`src/hw/irq_flags_params.svh`:
```
// Constants for the sensor subsystem interrupt flag block.
// Assumes a 32-bit APB slave with byte addresses and aligned words.
`ifndef IRQ_FLAGS_PARAMS_SVH
`define IRQ_FLAGS_PARAMS_SVH

// ----------------------------------------------------------------
// Register map (byte addresses)
// ----------------------------------------------------------------
`define IRQ_ADDR_W          12
`define IRQ_FLAG_STATUS_OFS 12'h108
`define IRQ_ENABLE_MASK_OFS 12'h10c

// ----------------------------------------------------------------
// Reset values
// ----------------------------------------------------------------
`define IRQ_FLAG_RST        32'h0000_0000
`define IRQ_ENABLE_RST      32'h0000_0000
`define IRQ_RDATA_RST       32'h0000_0000

// ----------------------------------------------------------------
// Flag bit positions
// ----------------------------------------------------------------
`define MULTI_PUSH_BIT      0
`define ENGINE_OVERRUN_BIT  1
`define SEQ_B_OVERRUN_BIT   4
`define SEQ_A_OVERRUN_BIT   5
`define IIC_M1_NACK_BIT     6
`define IIC_M0_NACK_BIT     7
`define CODE_MEM_LG_BIT     8
`define DATA_MEM_A_BIT      9
`define DATA_MEM_B_BIT      10
`define SEQ_MEM_A_BIT       11
`define SEQ_MEM_B_BIT       12
`define ENGINE_BP_BIT       13
`define PKT_FIFO_OVF_BIT    15
`define SEQ_A_BP_BIT        16
`define SEQ_B_BP_BIT        17
`define SERIAL_REQ_BIT      18
`define CODE_MEM_SM_BIT     19
`define DATA_MEM_C_BIT      20
`define DATA_MEM_D_BIT      21
`define AHBM_ERR_BIT        22

// ----------------------------------------------------------------
// Field masks
// ----------------------------------------------------------------
// Bits that hold a flag; the rest read as zero
`define IRQ_FLAG_IMPL_MASK  32'h007f_bff3
// Bits that a write of one may clear; overruns need a device reset
`define IRQ_FLAG_CLR_MASK   32'h007f_bfc1

// ----------------------------------------------------------------
// Source widths
// ----------------------------------------------------------------
`define PUSH_SEL_W          4
`define MEM_BANKS           8

`endif

```
`src/hw/irq_flags_pkg.sv`:
```
// Types shared by the interrupt flag block and its bench.
// Assumes irq_flags_params.svh is on the include path.
`include "irq_flags_params.svh"

package irq_flags_pkg;

  // ----------------------------------------------------------------
  // Event sources, one cycle pulses or levels in the pclk domain
  // ----------------------------------------------------------------
  typedef struct packed {
    logic                    engine_push;         // Engine push strobe
    logic [`PUSH_SEL_W-1:0]  engine_push_sel;     // FIFO select, one hot
    logic                    engine_overrun;      // Engine missed sample period
    logic                    seq_a_overrun;       // Sequencer A missed period
    logic                    seq_b_overrun;       // Sequencer B missed period
    logic                    iic_m1_nack;         // Address NACK, master one
    logic                    iic_m0_nack;         // Address NACK, master zero
    logic [`MEM_BANKS-1:0]   mem_sleep_access;    // Access to a sleeping bank
    logic                    engine_bp;           // Engine breakpoint match
    logic                    pkt_fifo_push;       // Engine push into packet FIFO
    logic                    pkt_fifo_full;       // Packet FIFO is full
    logic                    seq_a_bp;            // Sequencer A breakpoint
    logic                    seq_b_bp;            // Sequencer B breakpoint
    logic                    serial_req;          // Serial master request
    logic                    ahbm_hresp;          // AHB master response
    logic                    ahbm_hready;         // AHB master ready
  } irq_src_t;

  // ----------------------------------------------------------------
  // APB slave states, one hot
  // ----------------------------------------------------------------
  typedef enum logic [2:0] {
    APB_IDLE   = 3'b001,
    APB_ACCESS = 3'b010,
    APB_RESP   = 3'b100
  } apb_state_t;

endpackage

```
`src/hw/sensor_subsys_irq_flags.sv`:
```
// Interrupt flag and enable registers of the sensor subsystem.
// Assumes a single pclk domain, APB master, and event sources
// that are synchronous to pclk.
//
// Contract
// - Address NACK sets flag six or seven
// - Sleeping memory access sets bank flag
// - Engine breakpoint sets flag thirteen
// - Packet FIFO overflow sets flag fifteen
// - Sequencer breakpoints set flags sixteen, seventeen
// - Serial master request sets flag eighteen
// - AHB error response sets flag twenty-two
// - Enables six, seven gate NACK flags
// - Enable register at 0x10c resets masked
// - Multiple FIFO push sets flag zero
// - Overrun flags cleared only by reset
`timescale 1ns/100ps
`default_nettype none

`include "irq_flags_params.svh"

module sensor_subsys_irq_flags
  import irq_flags_pkg::*;
#(
  parameter int unsigned ADDR_W = `IRQ_ADDR_W,
  parameter int unsigned DATA_W = 32
) (
  input  wire logic              pclk,
  input  wire logic              presetn,
  input  wire logic              psel,
  input  wire logic              penable,
  input  wire logic              pwrite,
  input  wire logic [ADDR_W-1:0] paddr,
  input  wire logic [DATA_W-1:0] pwdata,
  output var  logic [DATA_W-1:0] prdata,
  output var  logic              pready,
  output var  logic              pslverr,
  input  wire irq_src_t          src,
  output var  logic              irq
);

  // ----------------------------------------------------------------
  // Local functions
  // ----------------------------------------------------------------

  // Register selected by a byte address, used by read and write
  typedef enum logic [1:0] {
    SEL_NONE   = 2'b00,
    SEL_FLAG   = 2'b01,
    SEL_ENABLE = 2'b10
  } reg_sel_t;

  function automatic reg_sel_t decode_addr(input logic [ADDR_W-1:0] a);
    reg_sel_t s;
    s = SEL_NONE;
    if (a == ADDR_W'(`IRQ_FLAG_STATUS_OFS)) begin
      s = SEL_FLAG;
    end else if (a == ADDR_W'(`IRQ_ENABLE_MASK_OFS)) begin
      s = SEL_ENABLE;
    end
    return s;
  endfunction

  // True when more than one select bit is high
  function automatic logic more_than_one(input logic [`PUSH_SEL_W-1:0] v);
    logic [`PUSH_SEL_W-1:0] low_cleared;
    low_cleared = v & (v - `PUSH_SEL_W'(1));
    return |low_cleared;
  endfunction

  // ----------------------------------------------------------------
  // Declarations
  // ----------------------------------------------------------------
  apb_state_t        apb_state_r;
  apb_state_t        apb_state_nxt;
  logic [DATA_W-1:0] enable_r;
  logic [DATA_W-1:0] flags;
  logic [DATA_W-1:0] flag_set;
  logic [DATA_W-1:0] flag_clr;
  logic [DATA_W-1:0] rd_value;
  logic              access_done;
  logic              wr_commit;
  reg_sel_t          cur_sel;
  logic              ahb_err_evt;
  logic              pkt_ovf_evt;
  logic              multi_push_evt;

  // ----------------------------------------------------------------
  // Event detection
  // ----------------------------------------------------------------

  assign multi_push_evt = src.engine_push && more_than_one(src.engine_push_sel);

  assign pkt_ovf_evt = src.pkt_fifo_push && src.pkt_fifo_full;

  // error response seen
  // Either cycle of the two-cycle error answer sets the flag
  assign ahb_err_evt = src.ahbm_hresp;

  // Gather events into flag positions; unused bits never set
  always_comb begin
    flag_set = '0;
    flag_set[`MULTI_PUSH_BIT]     = multi_push_evt;
    flag_set[`ENGINE_OVERRUN_BIT] = src.engine_overrun;
    flag_set[`SEQ_B_OVERRUN_BIT]  = src.seq_b_overrun;
    flag_set[`SEQ_A_OVERRUN_BIT]  = src.seq_a_overrun;
    flag_set[`IIC_M1_NACK_BIT]    = src.iic_m1_nack;
    flag_set[`IIC_M0_NACK_BIT]    = src.iic_m0_nack;
    flag_set[`CODE_MEM_LG_BIT]    = src.mem_sleep_access[0];
    flag_set[`DATA_MEM_A_BIT]     = src.mem_sleep_access[1];
    flag_set[`DATA_MEM_B_BIT]     = src.mem_sleep_access[2];
    flag_set[`SEQ_MEM_A_BIT]      = src.mem_sleep_access[3];
    flag_set[`SEQ_MEM_B_BIT]      = src.mem_sleep_access[4];
    flag_set[`CODE_MEM_SM_BIT]    = src.mem_sleep_access[5];
    flag_set[`DATA_MEM_C_BIT]     = src.mem_sleep_access[6];
    flag_set[`DATA_MEM_D_BIT]     = src.mem_sleep_access[7];
    flag_set[`ENGINE_BP_BIT]      = src.engine_bp;
    flag_set[`PKT_FIFO_OVF_BIT]   = pkt_ovf_evt;
    flag_set[`SEQ_A_BP_BIT]       = src.seq_a_bp;
    flag_set[`SEQ_B_BP_BIT]       = src.seq_b_bp;
    flag_set[`SERIAL_REQ_BIT]     = src.serial_req;
    flag_set[`AHBM_ERR_BIT]       = ahb_err_evt;
  end

  // ----------------------------------------------------------------
  // APB slave sequencing
  // ----------------------------------------------------------------

  // Data comes from a flop, so the access phase takes two cycles:
  // one to register the answer, one with pready high.
  always_comb begin
    apb_state_nxt = apb_state_r;
    case (apb_state_r)
      APB_IDLE: begin
        if (psel && !penable) begin
          apb_state_nxt = APB_ACCESS;
        end
      end
      APB_ACCESS: begin
        if (psel && penable) begin
          apb_state_nxt = APB_RESP;
        end
      end
      APB_RESP: begin
        apb_state_nxt = APB_IDLE;
      end
      default: begin
        apb_state_nxt = APB_IDLE;
      end
    endcase
  end

  always_ff @(posedge pclk or negedge presetn) begin
    if (!presetn) begin
      apb_state_r <= APB_IDLE;
    end else begin
      apb_state_r <= apb_state_nxt;
    end
  end

  // Transfer completes at the edge where pready is seen high
  assign access_done = (apb_state_r == APB_RESP) && psel && penable;
  assign wr_commit   = access_done && pwrite;
  assign cur_sel     = decode_addr(paddr);

  // ----------------------------------------------------------------
  // Response flops
  // ----------------------------------------------------------------

  // Ready rises for one cycle; error rises with it only for an unmapped address
  always_ff @(posedge pclk or negedge presetn) begin
    if (!presetn) begin
      pready  <= 1'b0;
      pslverr <= 1'b0;
    end else if (apb_state_nxt == APB_RESP) begin
      pready  <= 1'b1;
      pslverr <= (cur_sel == SEL_NONE);
    end else begin
      pready  <= 1'b0;
      pslverr <= 1'b0;
    end
  end

  // Read value; unmapped addresses and writes return zero
  always_comb begin
    rd_value = `IRQ_RDATA_RST;
    if (!pwrite) begin
      if (cur_sel == SEL_FLAG) begin
        rd_value = flags & `IRQ_FLAG_IMPL_MASK;
      end else if (cur_sel == SEL_ENABLE) begin
        rd_value = enable_r;
      end
    end
  end

  // Sampled one cycle ahead of pready; a flag set in that cycle
  // shows on the next read
  always_ff @(posedge pclk or negedge presetn) begin
    if (!presetn) begin
      prdata <= `IRQ_RDATA_RST;
    end else if (apb_state_nxt == APB_RESP) begin
      prdata <= rd_value;
    end else begin
      prdata <= `IRQ_RDATA_RST;
    end
  end

  // ----------------------------------------------------------------
  // Enable register
  // ----------------------------------------------------------------

  always_ff @(posedge pclk or negedge presetn) begin
    if (!presetn) begin
      enable_r <= `IRQ_ENABLE_RST;
    end else if (wr_commit && cur_sel == SEL_ENABLE) begin
      enable_r <= pwdata;
    end
  end

  // ----------------------------------------------------------------
  // Flag register
  // ----------------------------------------------------------------

  assign flag_clr = (wr_commit && cur_sel == SEL_FLAG) ? pwdata : '0;

  irq_flag_cell #(
    .WIDTH    (DATA_W),
    .CLR_MASK (`IRQ_FLAG_CLR_MASK),
    .RST_VAL  (`IRQ_FLAG_RST)
  ) u_flags (
    .clk   (pclk),
    .rst_n (presetn),
    .set   (flag_set),
    .clr   (flag_clr),
    .flags (flags)
  );

  // ----------------------------------------------------------------
  // Interrupt output
  // ----------------------------------------------------------------

  // any enabled flag
  // Registered, so it follows the flags by one cycle
  always_ff @(posedge pclk or negedge presetn) begin
    if (!presetn) begin
      irq <= 1'b0;
    end else begin
      irq <= |(flags & enable_r & `IRQ_FLAG_IMPL_MASK);
    end
  end

endmodule

`default_nettype wire

```
`src/hw/irq_flag_cell.sv`:
```
// Bank of sticky flag bits with write-one-to-clear.
// Assumes set and clear are synchronous to clk.
`timescale 1ns/100ps
`default_nettype none

module irq_flag_cell #(
  parameter int unsigned      WIDTH    = 32,
  parameter logic [WIDTH-1:0] CLR_MASK = '1,
  parameter logic [WIDTH-1:0] RST_VAL  = '0
) (
  input  wire logic             clk,
  input  wire logic             rst_n,
  input  wire logic [WIDTH-1:0] set,
  input  wire logic [WIDTH-1:0] clr,
  output var  logic [WIDTH-1:0] flags
);

  // ----------------------------------------------------------------
  // One sticky bit per position
  // ----------------------------------------------------------------
  genvar g;
  generate
    for (g = 0; g < WIDTH; g++) begin : gen_bit
      always_ff @(posedge clk or negedge rst_n) begin
        if (!rst_n) begin
          flags[g] <= RST_VAL[g];
        end else if (set[g]) begin
          flags[g] <= 1'b1;
        end else if (clr[g] && CLR_MASK[g]) begin
          flags[g] <= 1'b0;
        end
      end
    end
  endgenerate

endmodule

`default_nettype wire

```
`config.mk`:
```
export PLATFORM = sky130hd
export DESIGN_NAME = sensor_subsys_irq_flags
export DESIGN_NICKNAME = d
export VERILOG_FILES = /design/src/hw/irq_flags_pkg.sv /design/src/hw/sensor_subsys_irq_flags.sv /design/src/hw/irq_flag_cell.sv
export VERILOG_INCLUDE_DIRS = /design/src /design/src/hw
export SDC_FILE = /design/constraint.sdc
export NUM_CORES = 1
export LEC_CHECK = 0
export BUFFER_PORTS_ARGS = -buffer_cell sky130_fd_sc_hd__buf_2
export CAP_MARGIN = 20
export CORE_MARGIN = 3
export CORE_UTILIZATION = 54
export CTS_BUF_LIST = sky130_fd_sc_hd__clkbuf_8 sky130_fd_sc_hd__clkbuf_16
export DETAILED_ROUTE_END_ITERATION = 8
export PLACE_DENSITY = 0.92
export SKIP_LAST_GASP = 1
export SYNTH_ARGS = -nofsm -noshare
export SYNTH_HDL_FRONTEND = slang
export SYNTH_SLANG_ARGS = --single-unit
```
`constraint.sdc`:
```
create_clock -name pclk -period 2.8 [get_ports pclk]
set_input_delay 0.42 -clock pclk [delete_from_list [all_inputs] [get_ports pclk]]
set_output_delay 0.42 -clock pclk [all_outputs]
set_load 0.1 [all_outputs]
```
==> reports/qor.yml, run 1 <==
status:
  status: "finished clean"
critical_path:
  cp-end-kind: "register"
  r2r-end: "prdata[24]$_DFF_PN0_"
  cp.required_ns: 3.07
  critPathLaunchType: "register"
  regToRegStartpoint: "apb_state_r[1]$_DFF_PN0_"
  cp_max_fo: 12
  cp.depth: 4
  max_stage_delay_ns: 0.58
  crit_arrival_ns: 2.41
  r2r_setup_slack_ns: 0.67
  critPathSlowestCell: "nor2b_1"
  worstSetupPathType: "reg2reg"
  worstRegToRegCells: 4
  crit_buf_inv: 0
  path_cells: "or3b_2, or3_1, nor2b_1, and2_1"
  crit_start: "apb_state_r[1]$_DFF_PN0_"
  cp-endpoint: "prdata[24]$_DFF_PN0_"
  cp_top_family: "simple AND/OR/NAND/NOR gates"
sta:
  fin_tns_setup_ns: 0
  setup_violations: 0
  max_freq_ghz: 0.4688
  worstMarginPinSlew_ns: 0.7216
  grt_setup_unrepaired: "no"
  slew-limit-headroom: 0.5179
  fin_crit_sh: 0.7618
  hold_viol: 0
  skew_ns: 0.01357
  slew_violations: 0
  period_needed_ns: 2.133
power:
  switchingPower_mw: 0.4879
  power_frac_seq: 0.560
  p_per_area_nw_per_um2: 532.8
  clkPwrFrac: 0.396
  leakage_nw: 2.152
  peakVddDrop_mv: 0.4085
  sw_frac_of_total: 0.2092
  p_comb_frac: 0.044
  intPower_mw: 1.845
detailed_routing:
  antenna_left: 0
  wl_per_cell_um: 16.76
  vias: 2537
  routed_wl_mm: 7.593
  post-route-drc-count: 0
  drt_first_pass_iters: 5
  viasPerCell: 5.600
  first_iter_violations: 134
cts:
  cts_resized: 0
  post_cts_buffers: 0
  clockRootBuffer: "clkbuf_8"
  h-tree-depth: 3
  cts_buffers: 9
  clk_path_buf_depth: 2
  holdBufCountCts: 0
  clkSinkCount: 90
  cts_tree: "yes"
  clock_latency_ns: 0.35
  path_clk_slew_ns: 0.09
floorplan:
  die-width_um: 86.85
  die_h_um: 86.85
  row_count: 28
  ioPinCount: 110
  core_um2: 6131
  start_util: 0.5757
  fp.dieArea_um2: 7542
finish:
  final_common_cell: "buf_2"
  layout_common_cells: "buf_2, dfrtp_1, mux2_2, nor2_1, a22oi_1"
  final_area_um2: 4378
  diodes: 0
  drive_gt1_frac: 0.4497
  final_nets: 448
  area_delta_synth_final_pct: 24.03
global_route:
  grt_pass1_vias: 2672
  grt_util_met1: 0.2631
  met2_usage: 0.3616
  grt_use_total: 0.2118
  grt_max_degree: 49
  grt_pass1_wl_mm: 12.36
  overflow: 0
  grt_antenna_before_repair: 0
  met3_usage: 0.04563
  top_usage_layer: "met2"
synthesis:
  synth.area.top_cells: "dfrtp_1, mux2_2, a22oi_1"
  synth_fp_nets: 335
  synth_top_cell_by_area: "dfrtp_1"
  synth_top_area_frac: 0.6310
  ys_types: 36
  yosysWarningCount: 0
  postSynthAreaPerCell_um2: 13.58
  syn_inst: 260
  synth_area_um2: 3530
  seq_area_frac_synth: 0.6384
  ys_ff_latch: 90
placement:
  numPortBuffers: 108
  dpl-instance-area_um2: 4168
  hpwl_mm: 5.372
  gp_congestion: 0.7505
worst_hold_path:
  hold_class: "in2async"
job:
  cap_violations: 0
[how the worst min path moves through the flow]
stage | startpoint | to | slack, ns | cells after the start
finish | presetn | u_flags.flags[18]$_DFFE_PN0P_ | 0.05 | 1
global route | presetn | prdata[18]$_DFF_PN0_ | 0.09 | 1
CTS | presetn | u_flags.flags[16]$_DFFE_PN0P_ | 0.06 | 1
detailed placement | presetn | u_flags.flags[16]$_DFFE_PN0P_ | 0.45 | 1
global placement | presetn | u_flags.flags[16]$_DFFE_PN0P_ | 0.44 | 1
floorplan | presetn | apb_state_r[1]$_DFF_PN0_ | 0.12 | 0
[cells by family after synthesis]
| group | synth area share |
|---|---|
| buffers and inverters | 0.02446 |
| adder cells (fa/ha/maj) | 0.002836 |
| multiplexers | 0.1021 |
| AND/OR/NAND/NOR | 0.1205 |
| flip-flops | 0.6384 |
| AO/OA/AOI/OAI | 0.1117 |
[registers in the layout (all words and copies together), names as in the netlist]
name           count
apb_state_r        3
enable_r          32
irq                1
prdata            32
pready             1
pslverr            1
u_flags.flags     20
[cell usage after synthesis]
cell       number
nor4bb_1        1
and2_1         12
maj3_1          1
inv_1           1
o31a_1          1
nand4_1         1
mux2_2         29
a21oi_1         1
buf_6           4
nor4_2          2
or4b_4          1
nor2b_1         2
o31ai_1         1
a21o_1         15
or3b_2          2
a221oi_1        4
o2bb2ai_1       1
and3_1          1
nand2_1         2
dfstp_2         1
a22o_1          5
a22oi_1        22
or4_4           1
buf_4           2
nor3_1          1
nand3_1        17
or2_2           3
o21bai_1        1
nor2_1         23
clkbuf_1        6
nand2_2         1
nor4_4          1
mux2_1          3
nand4bb_1       1
or3_1           1
dfrtp_1        89
[power by group through the flow]
stage	logic [mW]	clock network, mW	registers [mW]
after floorplan	0.0135	0	1.33
after global placement	0.100	0	1.33
after detailed placement	0.104	0	1.33
after CTS	0.105	0.940	1.31
after global routing	0.115	0.996	1.31
final	0.102	0.925	1.31
[per-layer routing]
layer / part of all wire / up-vias
met5: 0 / -
met4: 0.018 / 0
met3: 0.067 / 11
met2: 0.53 / 101
met1: 0.39 / 1257
li1: - / 1168
[metrics by stage]
| step | util | cells | hold slack [ns] | power, mW | setup slack (ns) |
|---|---|---|---|---|---|
| after floorplan | - | 260 | 0.1244 | 1.346 | 0.7946 |
| after global placement | 0.6798 | 437 | 0.4381 | 1.432 | 0.4444 |
| after detailed placement | 0.6798 | 437 | 0.4460 | 1.436 | 0.4083 |
| after CTS | 0.7141 | 453 | 0.06342 | 2.351 | 0.6239 |
| after global routing | 0.7141 | 453 | 0.08766 | 2.418 | 0.4897 |
| final | 0.7141 | 453 | 0.04632 | 2.333 | 0.6670 |
[layout make-up]
class / count / area [um^2]
clock buffers: 9 / 123.9
clock inverters: 7 / 86.33
fillers: 438 / 1753
inverters: 1 / 3.754
multi-input cells: 157 / 1204
flip-flops and latches: 90 / 2253
well taps: 75 / 93.84
repair buffers: 114 / 613.1
Note: power is estimated with default switching activity, not from simulation.
==> inputs of run 2 (changes only) <==
--- a/config.mk
+++ b/config.mk
@@ -6,13 +6,14 @@
 export SDC_FILE = /design/constraint.sdc
 export NUM_CORES = 1
 export LEC_CHECK = 0
+export ABC_AREA = 1
 export BUFFER_PORTS_ARGS = -buffer_cell sky130_fd_sc_hd__buf_2
 export CAP_MARGIN = 20
 export CORE_MARGIN = 3
-export CORE_UTILIZATION = 54
+export CORE_UTILIZATION = 47
 export CTS_BUF_LIST = sky130_fd_sc_hd__clkbuf_8 sky130_fd_sc_hd__clkbuf_16
 export DETAILED_ROUTE_END_ITERATION = 8
-export PLACE_DENSITY = 0.92
+export PLACE_DENSITY = 0.83
 export SKIP_LAST_GASP = 1
 export SYNTH_ARGS = -nofsm -noshare
 export SYNTH_HDL_FRONTEND = slang
==> constraint.sdc (replaced) <==
create_clock -name pclk -period 1.9 [get_ports pclk]
set_input_delay 0.285 -clock pclk [delete_from_list [all_inputs] [get_ports pclk]]
set_output_delay 0.285 -clock pclk [all_outputs]
set_load 0.1 [all_outputs]
==> run 2 against run 1 <==
  * Power is 47% higher
  * Non-clock buffer count grew 6
  * Worst hold slack better by 0.066 ns
  * Synthesized cell count up 63%
  * Via count rose by 28%
  * Clock skew decreased by 0.0023 ns
  * Sequential power rose by 47%
  * Final cell count up 42%
  * Cell area up 13%
  * Highest routed layer is now met5
  * Combinational power grew 100%
  * Maximum frequency up 30%
  * Die area increased by 32%
==> reports/qor.yml, run 2 <==
status:
  status: "finished clean"
finish:
  layout_common_cells: "buf_2, dfrtp_1, nand2_1, inv_1, nand3_1"
  diodes: 0
  reg_top3: "enable_r (32), prdata (32), u_flags.flags (20)"
  post-route-util: 0.5925
  final_nets: 608
  final_common_cell: "buf_2"
  area_delta_synth_final_pct: 20.13
  drive_gt1_frac: 0.3978
  fillers: 748
critical_path:
  crit_buf_inv: 2
  worstSetupPathType: "reg2reg"
  cp-end-kind: "register"
  critPathLaunchType: "register"
  cp_max_fo: 36
  max_stage_delay_ns: 0.55
  crit_arrival_ns: 1.90
  cp_top_family: "flip-flops"
  critPathSlowestCell: "dfstp_2"
  cp.required_ns: 2.16
  path_cells: "inv_2, nand2_1, nor2_8, nand3_4, buf_4, nand2_2, o21ai_2"
synthesis:
  ys_types: 26
  synth_top_cell_by_area: "dfrtp_1"
  ys_top_cells_by_count: "dfrtp_1, nand2_1, inv_1"
  synth.area.top_cells: "dfrtp_1, o21ai_2, nand2_1"
  post-synth-top-count-cell: "dfrtp_1"
  synth_fp_nets: 499
  synth_edf_count: 0
  seq_area_frac_synth: 0.5451
  syn_inst: 424
  synth_area_um2: 4134
  yosys_most_used_dff: "dfrtp_1"
  async_flop_share: 1.000
  synth_top_area_frac: 0.5387
  yosysWarningCount: 0
  ys_ff_latch: 90
  postSynthAreaPerCell_um2: 9.750
floorplan:
  core_um2: 8382
  fp.dieArea_um2: 9957
  ioPinCount: 110
  die_h_um: 99.79
  die-width_um: 99.79
  row_count: 33
  start_util: 0.4932
cts:
  clk_path_buf_depth: 2
  clkSinkCount: 90
  h-tree-depth: 3
  post_cts_buffers: 0
  clock_latency_ns: 0.35
  cts_resized: 0
  clockRootBuffer: "clkbuf_8"
  cts_tree: "yes"
  path_clk_slew_ns: 0.09
  holdBufCountCts: 1
  cts_buffers: 9
sta:
  slew-limit-headroom: 0.6124
  slew_violations: 0
  fin_tns_setup_ns: 0
  worstMarginPinSlew_ns: 0.5813
  setup_violations: 0
  hold_viol: 0
  fin_crit_sh: 0.8642
  max_freq_ghz: 0.6090
  setup_slack_ns: 0.2581
  period_needed_ns: 1.642
  skew_ns: 0.01127
  grt_setup_unrepaired: "no"
placement:
  hpwl_mm: 6.593
  pre_cts_ws_ns: 0.2988
  gp_congestion: 0.7568
  numPortBuffers: 108
global_route:
  grt_pass1_wl_mm: 15.13
  grt_use_total: 0.1907
  grt_antenna_before_repair: 1
  grt_max_degree: 41
  overflow: 0
  grt_pass1_vias: 3255
power:
  switchingPower_mw: 0.7834
  clkPwrFrac: 0.378
  intPower_mw: 2.635
  peakVddDrop_mv: 0.3173
  leakage_nw: 2.565
  p_comb_frac: 0.060
  sw_frac_of_total: 0.2292
  power_frac_seq: 0.562
  p_per_area_nw_per_um2: 688.4
detailed_routing:
  post-route-drc-count: 0
  drt_first_pass_iters: 4
  antenna_left: 0
  routed_wl_mm: 9.246
  vias: 3240
  first_iter_violations: 115
  wl_per_cell_um: 14.38
  viasPerCell: 5.039
worst_hold_path:
  hold_class: "in2reg"
job:
  cap_violations: 0
run 2: metrics by stage:
stage	std cells	hold WS, ns	cell area (um^2)	power [mW]
2_1_floorplan	424	-0.01059	4134	2.025
3_3_place_gp	626	0.2420	4760	2.160
4_1_cts	643	0.09870	4966	3.448
6_report	643	0.1120	4966	3.418
5_1_grt	643	0.1180	4966	3.551
3_5_place_dp	626	0.2452	4760	2.167
run 2: final timing paths:
kind                                     startpoint                            end  slack (ns)  cells past startpoint
min                                          src[2]  u_flags.flags[18]$_DFFE_PN0P_        0.11                      3
min in group asynchronous                   presetn                  irq$_DFF_PN0_        0.40                      2
min reg2reg                enable_r[30]$_DFFE_PN0P_       enable_r[30]$_DFFE_PN0P_        0.49                      2
max                        apb_state_r[0]$_DFF_PN1_       enable_r[12]$_DFFE_PN0P_        0.26                      7
max in group asynchronous                   presetn        enable_r[2]$_DFFE_PN0P_        0.88                      3
max reg2reg                apb_state_r[0]$_DFF_PN1_       enable_r[12]$_DFFE_PN0P_        0.26                      7
run 2: layout make-up:
type                            instances  area [um^2]  share of cell area
Multi-Input combinational cell        251         1470              0.2960
Inverter                               61        229.0             0.04611
Timing Repair Buffer                  120        685.7              0.1381
Clock buffer                           10        137.6             0.02771
Clock inverter                          6        58.81             0.01184
Sequential cell                        90         2253              0.4538
Tap cell                              105        131.4             0.02646
run 2: worst min-delay path: cells and delay by family:
kind | cells | cell delay, ns
buffers and inverters | 2 | 0.10
and+or+nand+nor | 1 | 0.05
run 2: logic make-up after synthesis:
family / count (synthesis) / share of synthesized area
flip-flops: 90 / 0.5451
AO/OA/AOI/OAI: 56 / 0.09776
buffers and inverters: 83 / 0.1011
AND/OR/NAND/NOR: 195 / 0.2561
run 2: power groups by stage:
| stage | Clock, mW | Combinational [mW] | Sequential (mW) |
|---|---|---|---|
| 6_report | 1.29 | 0.204 | 1.92 |
| 5_1_grt | 1.40 | 0.232 | 1.92 |
| 4_1_cts | 1.32 | 0.209 | 1.92 |
| 3_5_place_dp | 0 | 0.206 | 1.96 |
| 3_3_place_gp | 0 | 0.201 | 1.96 |
| 2_1_floorplan | 0 | 0.0620 | 1.96 |
run 2: layer usage:
metal	GRT usage	vias up	part of all wire
met5	0	-	0.00076
met4	0.07458	2	0.019
met3	0.03058	15	0.065
met2	0.3238	111	0.52
met1	0.2451	1531	0.40
li1	-	1581	-
